$ cat config.mk
export PLATFORM = sky130hd
export DESIGN_NAME = tmr_register_map
export DESIGN_NICKNAME = d
export VERILOG_FILES = /design/src/verilog/tmr_pkg.sv /design/src/verilog/tmr_register_map.sv
export SDC_FILE = /design/constraint.sdc
export NUM_CORES = 1
export LEC_CHECK = 0
export ABC_CLOCK_PERIOD_IN_PS = 10600
export BUFFER_PORTS_ARGS = -buffer_cell sky130_fd_sc_hd__buf_2
export CAP_MARGIN = 10
export CORE_MARGIN = 4
export CORE_UTILIZATION = 40
export DETAILED_ROUTE_END_ITERATION = 8
export SYNTH_ARGS = -nofsm -noshare
export SYNTH_HDL_FRONTEND = slang
export SYNTH_SLANG_ARGS = --single-unit
export TNS_END_PERCENT = 50
$ cat constraint.sdc
create_clock -name clock -period 10.6 [get_ports clock]
set_input_delay 1.59 -clock clock [delete_from_list [all_inputs] [get_ports clock]]
set_output_delay 1.59 -clock clock [all_outputs]
set_load 0.05 [all_outputs]
$ cat src/verilog/tmr_pkg.sv
package tmr_pkg;
   // read addresses
   localparam logic [7:0] RD_LOCAL_RESULT = 8'h00;
   localparam logic [7:0] RD_EXT_RESULT_HI = 8'h01;
   localparam logic [7:0] RD_STATUS = 8'h02;
   localparam logic [7:0] RD_CONFIG = 8'h03;
   localparam logic [7:0] RD_CADENCE = 8'h04;
   localparam logic [7:0] RD_LOCAL_HIGH = 8'h05;
   localparam logic [7:0] RD_LOCAL_LOW = 8'h06;
   localparam logic [7:0] RD_EXT_HIGH_HI = 8'h07;
   localparam logic [7:0] RD_EXT_LOW_HI = 8'h08;
   localparam logic [7:0] RD_EXT_RESULT_LO = 8'h10;
   // write addresses
   localparam logic [7:0] WR_CONFIG = 8'h09;
   localparam logic [7:0] WR_CADENCE = 8'h0a;
   localparam logic [7:0] WR_LOCAL_HIGH = 8'h0b;
   localparam logic [7:0] WR_LOCAL_LOW = 8'h0c;
   localparam logic [7:0] WR_EXT_HIGH_HI = 8'h0d;
   localparam logic [7:0] WR_EXT_LOW_HI = 8'h0e;
   localparam logic [7:0] WR_ONE_SHOT = 8'h0f;
   // same address for read and write
   localparam logic [7:0] RW_EXT_OFFSET_HI = 8'h11;
   localparam logic [7:0] RW_EXT_OFFSET_LO = 8'h12;
   localparam logic [7:0] RW_EXT_HIGH_LO = 8'h13;
   localparam logic [7:0] RW_EXT_LOW_LO = 8'h14;
   localparam logic [7:0] RW_EXT_SHUTDOWN = 8'h19;
   localparam logic [7:0] RW_LOCAL_SHUTDOWN = 8'h20;
   localparam logic [7:0] RW_HYSTERESIS = 8'h21;
   localparam logic [7:0] RW_FAULT_QUEUE = 8'h22;
   // reset values
   localparam logic [7:0] RST_ZERO = 8'h00;
   localparam logic [7:0] RST_CONFIG = 8'h00;
   localparam logic [7:0] RST_CADENCE = 8'h06;
   localparam logic [7:0] RST_HIGH_LIMIT = 8'h55;
   localparam logic [7:0] RST_SHUTDOWN = 8'h55;
   localparam logic [7:0] RST_HYSTERESIS = 8'h0a;
   localparam logic [7:0] RST_FAULT_QUEUE = 8'h01;
   // writable bits
   localparam logic [7:0] MASK_CONFIG = 8'hf4;
   localparam logic [7:0] MASK_CADENCE = 8'h0f;
   localparam logic [7:0] MASK_FAULT_QUEUE = 8'hcf;
   // field positions
   localparam int CFG_ALERT_MASK = 7;
   localparam int CFG_STANDBY = 6;
   localparam int CFG_PIN_SHUTDOWN = 5;
   localparam int CFG_BETA_OFF = 4;
   localparam int CFG_WIDE_RANGE = 2;
   localparam int FQ_SCL_TIMEOUT = 7;
   localparam int FQ_SDA_TIMEOUT = 6;
   localparam int ST_BUSY = 7;
   // timing: one millisecond base tick at a 4 ns clock
   localparam int CLK_PERIOD_PS = 4000;
   localparam int TICK_MS_PS = 1000000000;
   localparam int TICK_CYCLES = TICK_MS_PS / CLK_PERIOD_PS;
   localparam int CADENCE_MAX_CODE = 10;
   // conversion periods in ms for codes 0..10
   localparam logic [15:0] PERIOD_MS [0:10] = '{
      16'd16000, 16'd8000, 16'd4000, 16'd2000, 16'd1000, 16'd500,
      16'd250, 16'd200, 16'd100, 16'd50, 16'd27};
endpackage

$ cat src/verilog/tmr_register_map.sv
// Notes on behaviour
// - rate code bits 3:0 pick conversion cadence
// - status bit 7 shows conversion in progress
// - bits 6,5 flag local high, low trip
// - bits 4,3 flag external high, low trip
// - bit 2 flags open external sensor
// - bits 1,0 flag external, local shutdown trip
// - bits 6..2 sticky until status read
// - bits 6..2 drive alert; in pin shutdown mode only bit 1 does
// - fault queue bit 7 enables clock timeout
// - fault queue bit 6 enables data timeout
// - fault queue count selects 1 to 4
// - result registers read-only, reset zero
// - local limits: read 05/06, write 0B/0C
// - external limit high bytes: read 07/08, write 0D/0E
// - offset bytes 11,12 read-write, reset zero
// - limit low bytes 13,14 read-write, reset zero
// - shutdown limits and hysteresis read-write
// - alert mask only when pin is alert
// - standby stops timed conversions, limits still update
module tmr_register_map
   import tmr_pkg::*;
#(
   parameter int TICK_LEN = tmr_pkg::TICK_CYCLES
) (
   // clock and reset
   input wire logic clock,
   input wire logic srst,
   // register access from the bus framing logic
   input wire logic [7:0] reg_addr,
   input wire logic reg_wr,
   input wire logic [7:0] reg_wdata,
   input wire logic reg_rd,
   output logic [7:0] reg_rdata,
   // measurement front end
   output logic conv_start,
   input wire logic conv_done,
   input wire logic [7:0] local_meas,
   input wire logic [15:0] ext_meas,
   input wire logic ext_open,
   // pins and settings
   output logic alert_pin_n,
   output logic shutdown_output_n,
   output logic scl_timeout_en,
   output logic sda_timeout_en,
   output logic wide_range,
   output logic beta_disable
);
   import tmr_pkg::*;

   function automatic logic [7:0] masked(input logic [7:0] d,
                                         input logic [7:0] m);
      return d & m;
   endfunction

   // shutdown trips above limit, releases below limit minus hysteresis
   // the release point wraps if hysteresis exceeds the limit
   function automatic logic shut_next(input logic [15:0] t,
                                      input logic [15:0] lim,
                                      input logic [7:0] hyst,
                                      input logic cur);
      logic [15:0] rel;
      rel = lim - {hyst, 8'h00};
      if (t > lim)
         return 1'b1;
      else if (t < rel)
         return 1'b0;
      else
         return cur;
   endfunction

   logic [7:0] local_result_reg, ext_result_hi_reg, ext_result_lo_reg;
   logic [7:0] config_reg, cadence_reg, fault_queue_reg;
   logic [7:0] local_high_reg, local_low_reg;
   logic [7:0] ext_high_hi_reg, ext_low_hi_reg;
   logic [7:0] ext_high_lo_reg, ext_low_lo_reg;
   logic [7:0] ext_offset_hi_reg, ext_offset_lo_reg;
   logic [7:0] ext_shutdown_reg, local_shutdown_reg, hysteresis_reg;
   logic [4:0] sticky_reg;
   logic busy_reg;
   logic open_reg;
   logic local_shut_reg, ext_shut_reg;
   logic conv_eval_reg, limit_eval_reg;
   logic [2:0] oor_cnt_reg;
   logic [31:0] tick_cnt_reg;
   logic [15:0] ms_cnt_reg;
   logic one_shot_reg;

   logic wr_limit;
   logic status_read;
   logic [15:0] ext_now, ext_high, ext_low;
   logic [16:0] ext_sum;
   logic [4:0] cond_now;
   logic [15:0] period_ms;
   logic [2:0] queue_need;
   logic queue_met;
   logic period_hit;
   logic [7:0] status_now;
   logic alert_raise;

   assign wr_limit = reg_wr &&
      (reg_addr == WR_LOCAL_HIGH || reg_addr == WR_LOCAL_LOW ||
       reg_addr == WR_EXT_HIGH_HI || reg_addr == WR_EXT_LOW_HI ||
       reg_addr == RW_EXT_HIGH_LO || reg_addr == RW_EXT_LOW_LO ||
       reg_addr == RW_EXT_SHUTDOWN || reg_addr == RW_LOCAL_SHUTDOWN ||
       reg_addr == RW_HYSTERESIS);
   // a status read is what clears the sticky flags
   assign status_read = reg_rd && reg_addr == RD_STATUS;

   // external reading with the calibration offset folded in
   // the sum wraps at 16 bits; an offset past full scale is not clipped
   assign ext_sum = {1'b0, ext_meas} +
                    {1'b0, ext_offset_hi_reg, ext_offset_lo_reg};
   assign ext_now = {ext_result_hi_reg, ext_result_lo_reg};
   assign ext_high = {ext_high_hi_reg, ext_high_lo_reg};
   assign ext_low = {ext_low_hi_reg, ext_low_lo_reg};

   // live trip conditions, order matches status bits 6..2
   // comparisons are unsigned, so below-zero codes compare high
   always_comb begin
      cond_now[4] = local_result_reg > local_high_reg;
      cond_now[3] = local_result_reg < local_low_reg;
      cond_now[2] = ext_now > ext_high;
      cond_now[1] = ext_now < ext_low;
      cond_now[0] = open_reg;
   end

   // codes above the table run at the fastest rate
   always_comb begin
      if (cadence_reg[3:0] > 4'(CADENCE_MAX_CODE))
         period_ms = PERIOD_MS[CADENCE_MAX_CODE];
      else
         period_ms = PERIOD_MS[cadence_reg[3:0]];
   end

   // the low bit of the queue field is ignored
   always_comb begin
      unique case (fault_queue_reg[3:1])
         3'b000: queue_need = 3'd1;
         3'b001: queue_need = 3'd2;
         3'b011: queue_need = 3'd3;
         3'b111: queue_need = 3'd4;
         default: queue_need = 3'd1;
      endcase
   end
   assign queue_met = oor_cnt_reg >= queue_need;

   // the period ends on the last cycle of its last millisecond
   assign period_hit = tick_cnt_reg == 32'(TICK_LEN - 1) &&
                       ms_cnt_reg >= period_ms - 16'd1;

   // cadence timer: ms base tick, then ms count up to the period
   // standby holds the timer at zero so a resume starts a full period
   always_ff @(posedge clock) begin
      if (srst) begin
         tick_cnt_reg <= '0;
         ms_cnt_reg <= '0;
      end else if (config_reg[CFG_STANDBY]) begin
         tick_cnt_reg <= '0;
         ms_cnt_reg <= '0;
      end else if (tick_cnt_reg == 32'(TICK_LEN - 1)) begin
         tick_cnt_reg <= '0;
         if (period_hit)
            ms_cnt_reg <= '0;
         else
            ms_cnt_reg <= ms_cnt_reg + 16'd1;
      end else begin
         tick_cnt_reg <= tick_cnt_reg + 32'd1;
      end
   end

   // a one-shot written during a conversion waits until it ends
   always_ff @(posedge clock) begin
      if (srst)
         one_shot_reg <= 1'b0;
      else if (reg_wr && reg_addr == WR_ONE_SHOT)
         one_shot_reg <= 1'b1;
      else if (!busy_reg)
         one_shot_reg <= 1'b0;
   end

   // conversion start and busy
   // a period that ends mid-conversion is skipped, not queued
   always_ff @(posedge clock) begin
      if (srst) begin
         conv_start <= 1'b0;
         busy_reg <= 1'b0;
      end else if (!busy_reg &&
                   ((period_hit && !config_reg[CFG_STANDBY]) ||
                    one_shot_reg)) begin
         conv_start <= 1'b1;
         busy_reg <= 1'b1;
      end else begin
         conv_start <= 1'b0;
         if (conv_done)
            busy_reg <= 1'b0;
      end
   end

   // results load only at the end of a started conversion
   always_ff @(posedge clock) begin
      if (srst) begin
         local_result_reg <= RST_ZERO;
         ext_result_hi_reg <= RST_ZERO;
         ext_result_lo_reg <= RST_ZERO;
         open_reg <= 1'b0;
      end else if (busy_reg && conv_done) begin
         local_result_reg <= local_meas;
         ext_result_hi_reg <= ext_sum[15:8];
         ext_result_lo_reg <= ext_sum[7:0];
         open_reg <= ext_open;
      end
   end

   // compare one cycle after new data or a limit change
   // limit writes re-run the compare so standby still updates flags
   always_ff @(posedge clock) begin
      if (srst) begin
         conv_eval_reg <= 1'b0;
         limit_eval_reg <= 1'b0;
      end else begin
         conv_eval_reg <= busy_reg && conv_done;
         limit_eval_reg <= wr_limit;
      end
   end

   // consecutive out-of-limit conversions
   // the count saturates at four, the deepest queue setting
   always_ff @(posedge clock) begin
      if (srst)
         oor_cnt_reg <= '0;
      else if (conv_eval_reg) begin
         if (|cond_now[4:1] && oor_cnt_reg != 3'd4)
            oor_cnt_reg <= oor_cnt_reg + 3'd1;
         else if (!(|cond_now[4:1]))
            oor_cnt_reg <= '0;
      end
   end

   // sticky flags: a set in the read cycle wins over the clear
   always_ff @(posedge clock) begin
      if (srst)
         sticky_reg <= '0;
      else
         sticky_reg <= (status_read ? 5'h00 : sticky_reg) |
            ((conv_eval_reg || limit_eval_reg) ? cond_now : 5'h00);
   end

   // shutdown flags follow the limits with hysteresis, always live
   always_ff @(posedge clock) begin
      if (srst) begin
         local_shut_reg <= 1'b0;
         ext_shut_reg <= 1'b0;
      end else begin
         local_shut_reg <= shut_next({local_result_reg, 8'h00},
            {local_shutdown_reg, 8'h00}, hysteresis_reg,
            local_shut_reg);
         ext_shut_reg <= shut_next(ext_now, {ext_shutdown_reg, 8'h00},
            hysteresis_reg, ext_shut_reg);
      end
   end

   // open sensor raises alert at once; limit trips wait for the queue
   assign alert_raise = (|sticky_reg[4:1] && queue_met) ||
                        sticky_reg[0];

   // shutdown pin follows either live shutdown flag
   always_ff @(posedge clock) begin
      if (srst)
         shutdown_output_n <= 1'b1;
      else
         shutdown_output_n <= !(local_shut_reg || ext_shut_reg);
   end

   // alert pin; busy never reaches it, external shutdown only in pin shutdown mode
   always_ff @(posedge clock) begin
      if (srst)
         alert_pin_n <= 1'b1;
      else if (config_reg[CFG_PIN_SHUTDOWN])
         alert_pin_n <= !ext_shut_reg;
      else
         alert_pin_n <= !(alert_raise &&
                          !config_reg[CFG_ALERT_MASK]);
   end

   // control registers: reserved bits are dropped on the way in
   always_ff @(posedge clock) begin
      if (srst) begin
         config_reg <= RST_CONFIG;
         cadence_reg <= RST_CADENCE;
         fault_queue_reg <= RST_FAULT_QUEUE;
      end else if (reg_wr) begin
         unique case (reg_addr)
            WR_CONFIG: config_reg <= masked(reg_wdata, MASK_CONFIG);
            WR_CADENCE:
               cadence_reg <= masked(reg_wdata, MASK_CADENCE);
            RW_FAULT_QUEUE:
               fault_queue_reg <= masked(reg_wdata, MASK_FAULT_QUEUE);
            default: ;
         endcase
      end
   end

   // limit, offset and hysteresis registers take the whole byte
   always_ff @(posedge clock) begin
      if (srst) begin
         local_high_reg <= RST_HIGH_LIMIT;
         local_low_reg <= RST_ZERO;
         ext_high_hi_reg <= RST_HIGH_LIMIT;
         ext_low_hi_reg <= RST_ZERO;
         ext_offset_hi_reg <= RST_ZERO;
         ext_offset_lo_reg <= RST_ZERO;
         ext_high_lo_reg <= RST_ZERO;
         ext_low_lo_reg <= RST_ZERO;
         ext_shutdown_reg <= RST_SHUTDOWN;
         local_shutdown_reg <= RST_SHUTDOWN;
         hysteresis_reg <= RST_HYSTERESIS;
      end else if (reg_wr) begin
         unique case (reg_addr)
            WR_LOCAL_HIGH: local_high_reg <= reg_wdata;
            WR_LOCAL_LOW: local_low_reg <= reg_wdata;
            WR_EXT_HIGH_HI: ext_high_hi_reg <= reg_wdata;
            WR_EXT_LOW_HI: ext_low_hi_reg <= reg_wdata;
            RW_EXT_OFFSET_HI: ext_offset_hi_reg <= reg_wdata;
            RW_EXT_OFFSET_LO: ext_offset_lo_reg <= reg_wdata;
            RW_EXT_HIGH_LO: ext_high_lo_reg <= reg_wdata;
            RW_EXT_LOW_LO: ext_low_lo_reg <= reg_wdata;
            RW_EXT_SHUTDOWN: ext_shutdown_reg <= reg_wdata;
            RW_LOCAL_SHUTDOWN: local_shutdown_reg <= reg_wdata;
            RW_HYSTERESIS: hysteresis_reg <= reg_wdata;
            default: ;
         endcase
      end
   end

   assign status_now = {busy_reg, sticky_reg,
                        ext_shut_reg, local_shut_reg};

   // read data is registered; result addresses have no write path
   // unmapped addresses read as zero rather than holding old data
   always_ff @(posedge clock) begin
      if (srst)
         reg_rdata <= 8'h00;
      else if (reg_rd) begin
         unique case (reg_addr)
            RD_LOCAL_RESULT: reg_rdata <= local_result_reg;
            RD_EXT_RESULT_HI: reg_rdata <= ext_result_hi_reg;
            RD_EXT_RESULT_LO: reg_rdata <= ext_result_lo_reg;
            RD_STATUS: reg_rdata <= status_now;
            RD_CONFIG: reg_rdata <= config_reg;
            RD_CADENCE: reg_rdata <= cadence_reg;
            RD_LOCAL_HIGH: reg_rdata <= local_high_reg;
            RD_LOCAL_LOW: reg_rdata <= local_low_reg;
            RD_EXT_HIGH_HI: reg_rdata <= ext_high_hi_reg;
            RD_EXT_LOW_HI: reg_rdata <= ext_low_hi_reg;
            RW_EXT_OFFSET_HI: reg_rdata <= ext_offset_hi_reg;
            RW_EXT_OFFSET_LO: reg_rdata <= ext_offset_lo_reg;
            RW_EXT_HIGH_LO: reg_rdata <= ext_high_lo_reg;
            RW_EXT_LOW_LO: reg_rdata <= ext_low_lo_reg;
            RW_EXT_SHUTDOWN: reg_rdata <= ext_shutdown_reg;
            RW_LOCAL_SHUTDOWN: reg_rdata <= local_shutdown_reg;
            RW_HYSTERESIS: reg_rdata <= hysteresis_reg;
            RW_FAULT_QUEUE: reg_rdata <= fault_queue_reg;
            default: reg_rdata <= 8'h00;
         endcase
      end
   end

   // settings straight from register flops
   assign scl_timeout_en = fault_queue_reg[FQ_SCL_TIMEOUT];
   assign sda_timeout_en = fault_queue_reg[FQ_SDA_TIMEOUT];
   assign wide_range = config_reg[CFG_WIDE_RANGE];
   assign beta_disable = config_reg[CFG_BETA_OFF];
endmodule

== After elaboration in Yosys (flattened, before gate mapping) ==
Memories as Yosys holds them, arrays and structs flattened.
Cells that the tools add are included.

* Reductions and logical operators: 51
* $mul: 0
* Magnitude comparators: 12
* Add/subtract/negate cells: 7
* Div/mod/pow operators: 0
* Muxes and demuxes: 20
* Equal/unequal tests: 31
* Bitwise operators: 2
* Shift-type cells: 0

{| class="wikitable"
|+ Operator list
! kind !! count
|-
| 8-bit case mux with 18 select lines || 1
|-
| 8-bit by 4-bit equality test with 1-bit output, second input constant || 8
|-
| 16-bit two-way mux || 4
|-
| 8-bit by 5-bit equality test with 1-bit output, second input constant || 6
|-
| 16-bit greater-than comparator || 3
|-
| 16-bit < comparator || 3
|-
| 32-bit by 1-bit adder with 32-bit output, second input constant || 1
|-
| 32-bit by 18-bit equality test with 1-bit output, second input constant || 1
|-
| 8-bit by 3-bit equality test with 1-bit output, second input constant || 4
|-
| 16-bit subtractor || 2
|-
| 2-bit AND reduction || 15
|-
| 8-bit by 6-bit equality test with 1-bit output, second input constant || 3
|-
| 16-bit by 1-bit adder with 16-bit output, second input constant || 1
|-
| 16-bit adder || 1
|-
| 8-bit by 2-bit equality test with 1-bit output, second input constant || 2
|-
| 16-bit >= comparator || 1
|-
| 16-bit by 1-bit subtractor with 16-bit output, second input constant || 1
|-
| 1-bit logical OR || 12
|-
| 1-bit logical AND || 10
|-
| 1-bit two-way mux || 10
|-
| 5-bit two-way mux || 2
|-
| 3-bit case mux with 3 select lines || 1
|-
| 8-bit by 1-bit equality test with 1-bit output, second input constant || 1
|-
| 8-bit greater-than comparator || 1
|-
| other kinds (19) || 29
|}

* Memories: 1
* Register bits after elaboration: 201
* Word-level logic and storage cells: 156
* Output and inout port bits: 15
* Bits in latches: 0
* ROM bits: 256
* RAM bits: 0

{| class="wikitable"
|+ Memories
! memory !! depth !! bits a word !! rd ports !! clocked after Yosys merged registers in !! write ports !! line !! source
|-
| (no name shown) || 16 || 16 || 1 || 0 || 0 || tmr_register_map.sv:133 || <nowiki>period_ms = PERIOD_MS[cadence_reg[3:0]];</nowiki>
|}

== Longest topological paths before layout ==
* Depth after elaboration: 12
* Gate-level depth with buffers: 19

== Least setup slack after synthesis ==
No wires, ideal clock.

* Path type: register to register
* Start point: reg cadence_reg[1]
* End point: reg ms_cnt_reg[10]
* Path buffers: 2
* Stages on the path, launching flop included: 17
* Arrival: 3.465 ns
* Slack: 7.057 ns
* Cell sequence: dfxtp_1 -> clkbuf_1 -> inv_1 -> ha_1 -> mux2_2 -> a2111o_1 -> nor2_1 -> nand3_1 -> o211ai_1 -> ha_1 -> a21o_1 -> a21oi_1 -> o211ai_1 -> a21oi_1 -> a21oi_1 -> buf_4 -> nor3_1

* Word-level cells in the longest chain between the ends: 9
* Elaborated cells between the ends (all ways): 10

{| class="wikitable"
|+ RTL lines
! what !! line !! source
|-
| start: declaration || tmr_register_map.sv:73 || <nowiki>logic [7:0] config_reg, cadence_reg, fault_queue_reg;</nowiki>
|-
| start signal: assignment || tmr_register_map.sv:296 || <nowiki>cadence_reg <= masked(reg_wdata, MASK_CADENCE);</nowiki>
|-
| 4-bit NOT with 5-bit output (not written as such) || tmr_register_map.sv:133 ||
|-
| memory 16 x 16 bit || n/a ||
|-
| 16-bit two-way mux (not written as such) (2 in series) || tmr_register_map.sv:133 ||
|-
| 16-bit two-way mux * || tmr_register_map.sv:130 || <nowiki>if (cadence_reg[3:0] > 4'(CADENCE_MAX_CODE))</nowiki>
|-
| 16-bit by 1-bit subtractor with 16-bit output * || tmr_register_map.sv:150 || <nowiki>ms_cnt_reg >= period_ms - 16'd1;</nowiki>
|-
| 16-bit >= comparator * || tmr_register_map.sv:150 ||
|-
| 1-bit logical AND * || tmr_register_map.sv:149 || <nowiki>assign period_hit = tick_cnt_reg == 32'(TICK_LEN - 1) &&</nowiki>
|-
| 16-bit two-way mux * || tmr_register_map.sv:163 || <nowiki>if (period_hit)</nowiki>
|-
| end signal: assignment || tmr_register_map.sv:166 || <nowiki>ms_cnt_reg <= ms_cnt_reg + 16'd1;</nowiki>
|-
| end: declaration || tmr_register_map.sv:86 || <nowiki>logic [15:0] ms_cnt_reg;</nowiki>
|}

Mark *: on every way between the ends. The rest lies on a longest branch, timed or not. The select of a mux whose other input is x is not followed.
A chain may end at the register's enable or synchronous reset.

== Worst setup path in the final report ==
Ends and elaborated chain as after synthesis.

==> results.cfg <==
[run_status]
status = finished clean

[worst_setup_path]
path_depth = 13
required_ns = 10.97
max_stage_delay_ns = 0.82
crit_path_start_kind = flop
crit_chain = inv_1, ha_1, mux2_2, a2111o_1, nor2_1, nand3_1, o221a_2, ha_1, nand3_1, nor3_1, a21oi_1, a21oi_1, nor3_1
slowest_stage = a21oi_1
crit_fanout = 13
r2r_cells = 13
path_delay_family = compound AO/OA/AOI/OAI gates
worstSetupEndpointType = flop
arrival_ns = 4.71
worst-setup-path-type = flop to flop
crit_buf_inv = 1

[power]
power_density_mw_per_mm2 = 115
power.switching_uw = 399
power_frac_comb_pct = 5.9
p_clk_share_pct = 48.1
sw_frac_of_total_pct = 24.2
vdd_drop_max_uv = 126
p_seq_share_pct = 46.0
p_leak_nw = 5.97
p_int_mw = 1.25

[final_layout]
final_cell_area_sq_mm = 0.0143
diodes = 0
num-fill-cells = 3214
seqCellArea_sq_mm = 0.00402
largest_reg_flops = 32
drive_gt1_share_pct = 8.44
multi_input_area_sq_mm = 0.00820
finalNetCount = 1816
area_growth_pct = 10.3

[clock_tree]
cts_root_buf = clkbuf_16
cts_buffers = 24
clkSlewWorstSetupHoldPaths_ns = 0.06
cts_sinks = 201
cts-htree-levels = 1
cts_resized = 0
clk_latency_ns = 0.53
clockBufferDepth = 3
ctsHoldBuffers = 0
cts_tree = yes
cts_setup_buffers = 0

[logic_synthesis]
synthTopCellsByArea = dfxtp_1 (31%), ha_1 (13%), a21oi_1 (5.2%)
synth-compound-area-share_pct = 19.1
async_flop_share_pct = 0
ys.flop_type = dfxtp_1
synth_top_area_share_pct = 30.9
synthTopCellsByCount = dfxtp_1 (201), nand2_1 (168), nor2_1 (138)
synth-edff-count = 0
synth_cell_type_count = 77
syn_inst = 1609
yosys_warnings = 0
ys_seq_area_share_pct = 30.9
yosysMostFrequentCell = dfxtp_1
ys_ff_latch = 201
muxShareOfSynthArea_pct = 3.73
synth_top_family_by_area = simple AND/OR/NAND/NOR gates
mappedNetlistArea_sq_mm = 0.0130
avgSynthCellArea_sq_um = 8.09
synthAdderAreaFrac_pct = 13.4
yosysTopAreaCell = dfxtp_1
synth_xor_xnor_area_share_pct = 4.51
synthSimpleGateAreaFrac_pct = 22.2

[placed_design]
gp_congestion = 0.999
dpl_cell_area_sq_mm = 0.0136
io_buffers = 60
hpwlAfterDp_um = 31900

[floorplanning]
die_w_um = 188
initial_core_util_pct = 40.9
dieArea_sq_mm = 0.0355
core_area_sq_mm = 0.0318
die_y_um = 188
num_rows = 65
io_pins = 61

[sta]
hold_viol_final = 0
relSlewSlack_pct = 33.2
setup_tns_ns = 0
drv_slew = 0
period_needed_ns = 4.34
tightest_slew_ns = 1.00
fmax_ghz = 0.230
fin_crit_sh_pct = 40.9
skew_ns = 0.00795
setup_violations = 0
rsz0062_at_grt = false

[hold_path]
min_path_type = flop to flop
hold_depth = 2

[global_routing]
grt_pass1_vias = 10999
grt_pass1_wl_um = 64900
antenna_found_initial = 0
grt_max_degree = 60
gr-total-overflow = 0
track_usage_pct = 23.2

[detailed_routing]
drt_iter0_drc = 989
routed_via_density = 5.73
vias = 11926
drc = 0
drtPass1Iterations = 5
routed_wl_um = 42700
wl_per_cell_um = 20.5
ant_nets = 0

[run]
drv_cap = 0
## stage by stage
stage	setup WS, ns	hold slack (ns)	instances	power [mW]	utilization, %
floorplan	7.06	0.418	1610	0.834	-
global placement	6.45	0.428	2041	0.870	42.8
detailed placement	6.28	0.438	2041	0.871	42.8
CTS	6.26	0.450	2081	1.66	45.1
global route	5.88	0.474	2081	1.70	45.1
finish	6.26	0.449	2081	1.65	45.1
## placed cells by master, fill, tap and decap left out, types with 10 or more instances in the layout
master | netlist | layout
nand2_1 | 168 | 168
xnor2_1 | 38 | 38
a22o_1 | 13 | 13
o21ai_0 | 62 | 62
nand3_1 | 86 | 86
nand4_1 | 27 | 27
and2_1 | 10 | 10
nor2b_1 | 19 | 19
a21o_1 | 16 | 16
a21oi_1 | 134 | 133
nor3_1 | 32 | 32
or3_1 | 16 | 16
clkbuf_16 | 0 | 24
nor2_1 | 138 | 138
nand2b_1 | 17 | 17
buf_2 | 20 | 59
ha_1 | 135 | 135
and3_1 | 23 | 23
a211oi_1 | 10 | 10
a32oi_1 | 10 | 10
buf_4 | 6 | 14
mux2i_1 | 35 | 35
xor2_1 | 29 | 29
a211o_1 | 13 | 13
inv_1 | 115 | 115
o21a_1 | 10 | 10
dfxtp_1 | 201 | 201
a22oi_1 | 22 | 22
o211ai_1 | 16 | 16
## power by group through the flow
| stage | Clock (mW) | Sequential [mW] | Combinational [mW] |
|---|---|---|---|
| finish | 0.794 | 0.759 | 0.0971 |
| global route | 0.839 | 0.759 | 0.104 |
| CTS | 0.808 | 0.759 | 0.0951 |
| detailed placement | 0 | 0.776 | 0.0948 |
| global placement | 0 | 0.776 | 0.0939 |
| floorplan | 0 | 0.776 | 0.0579 |
## tightest hold or removal path, delay by kind of cell, from the launching register on
family	cells	cell delay, ns
DFF	1	0.31
AOI/OAI and AO/OA	1	0.05
and+or+nand+nor	1	0.05
## worst paths after layout
path / startpoint / endpoint / slack (ns)
min reg2reg: reg_rdata[7] / reg_rdata[7] / 0.45
max: cadence_reg[1] / ms_cnt_reg[10] / 6.26
min: reg_rdata[7] / reg_rdata[7] / 0.45
max reg2reg: cadence_reg[1] / ms_cnt_reg[10] / 6.26
## kinds of logic after synthesis
family | count (synthesis)
fa+ha+maj | 138
other cells | 1
flops | 201
simple gates | 586
buf+inv | 192
xor+xnor | 67
mux | 43
compound gates | 381
## metal layers
layer  vias to the layer above  part of all wire (%)  routed length (um)  global-route usage, %
li1                       5792                     -                   -                      -
met1                      5654                    43               18400                   30.9
met2                       409                    47               20100                   39.0
met3                        71                   6.8                2920                   3.93
met4                         0                   2.9                1220                   6.22
met5                         -                     0                   0                      0
## final cells by class
type | instances | share of cell area (%)
Multi-Input combinational cell | 1217 | 57.2
Sequential cell | 201 | 28.0
Clock buffer | 35 | 4.75
Tap cell | 435 | 3.79
Inverter | 115 | 3.01
Timing Repair Buffer | 73 | 2.79
Clock inverter | 5 | 0.445
No activity file was read; power rests on OpenSTA's default activity.
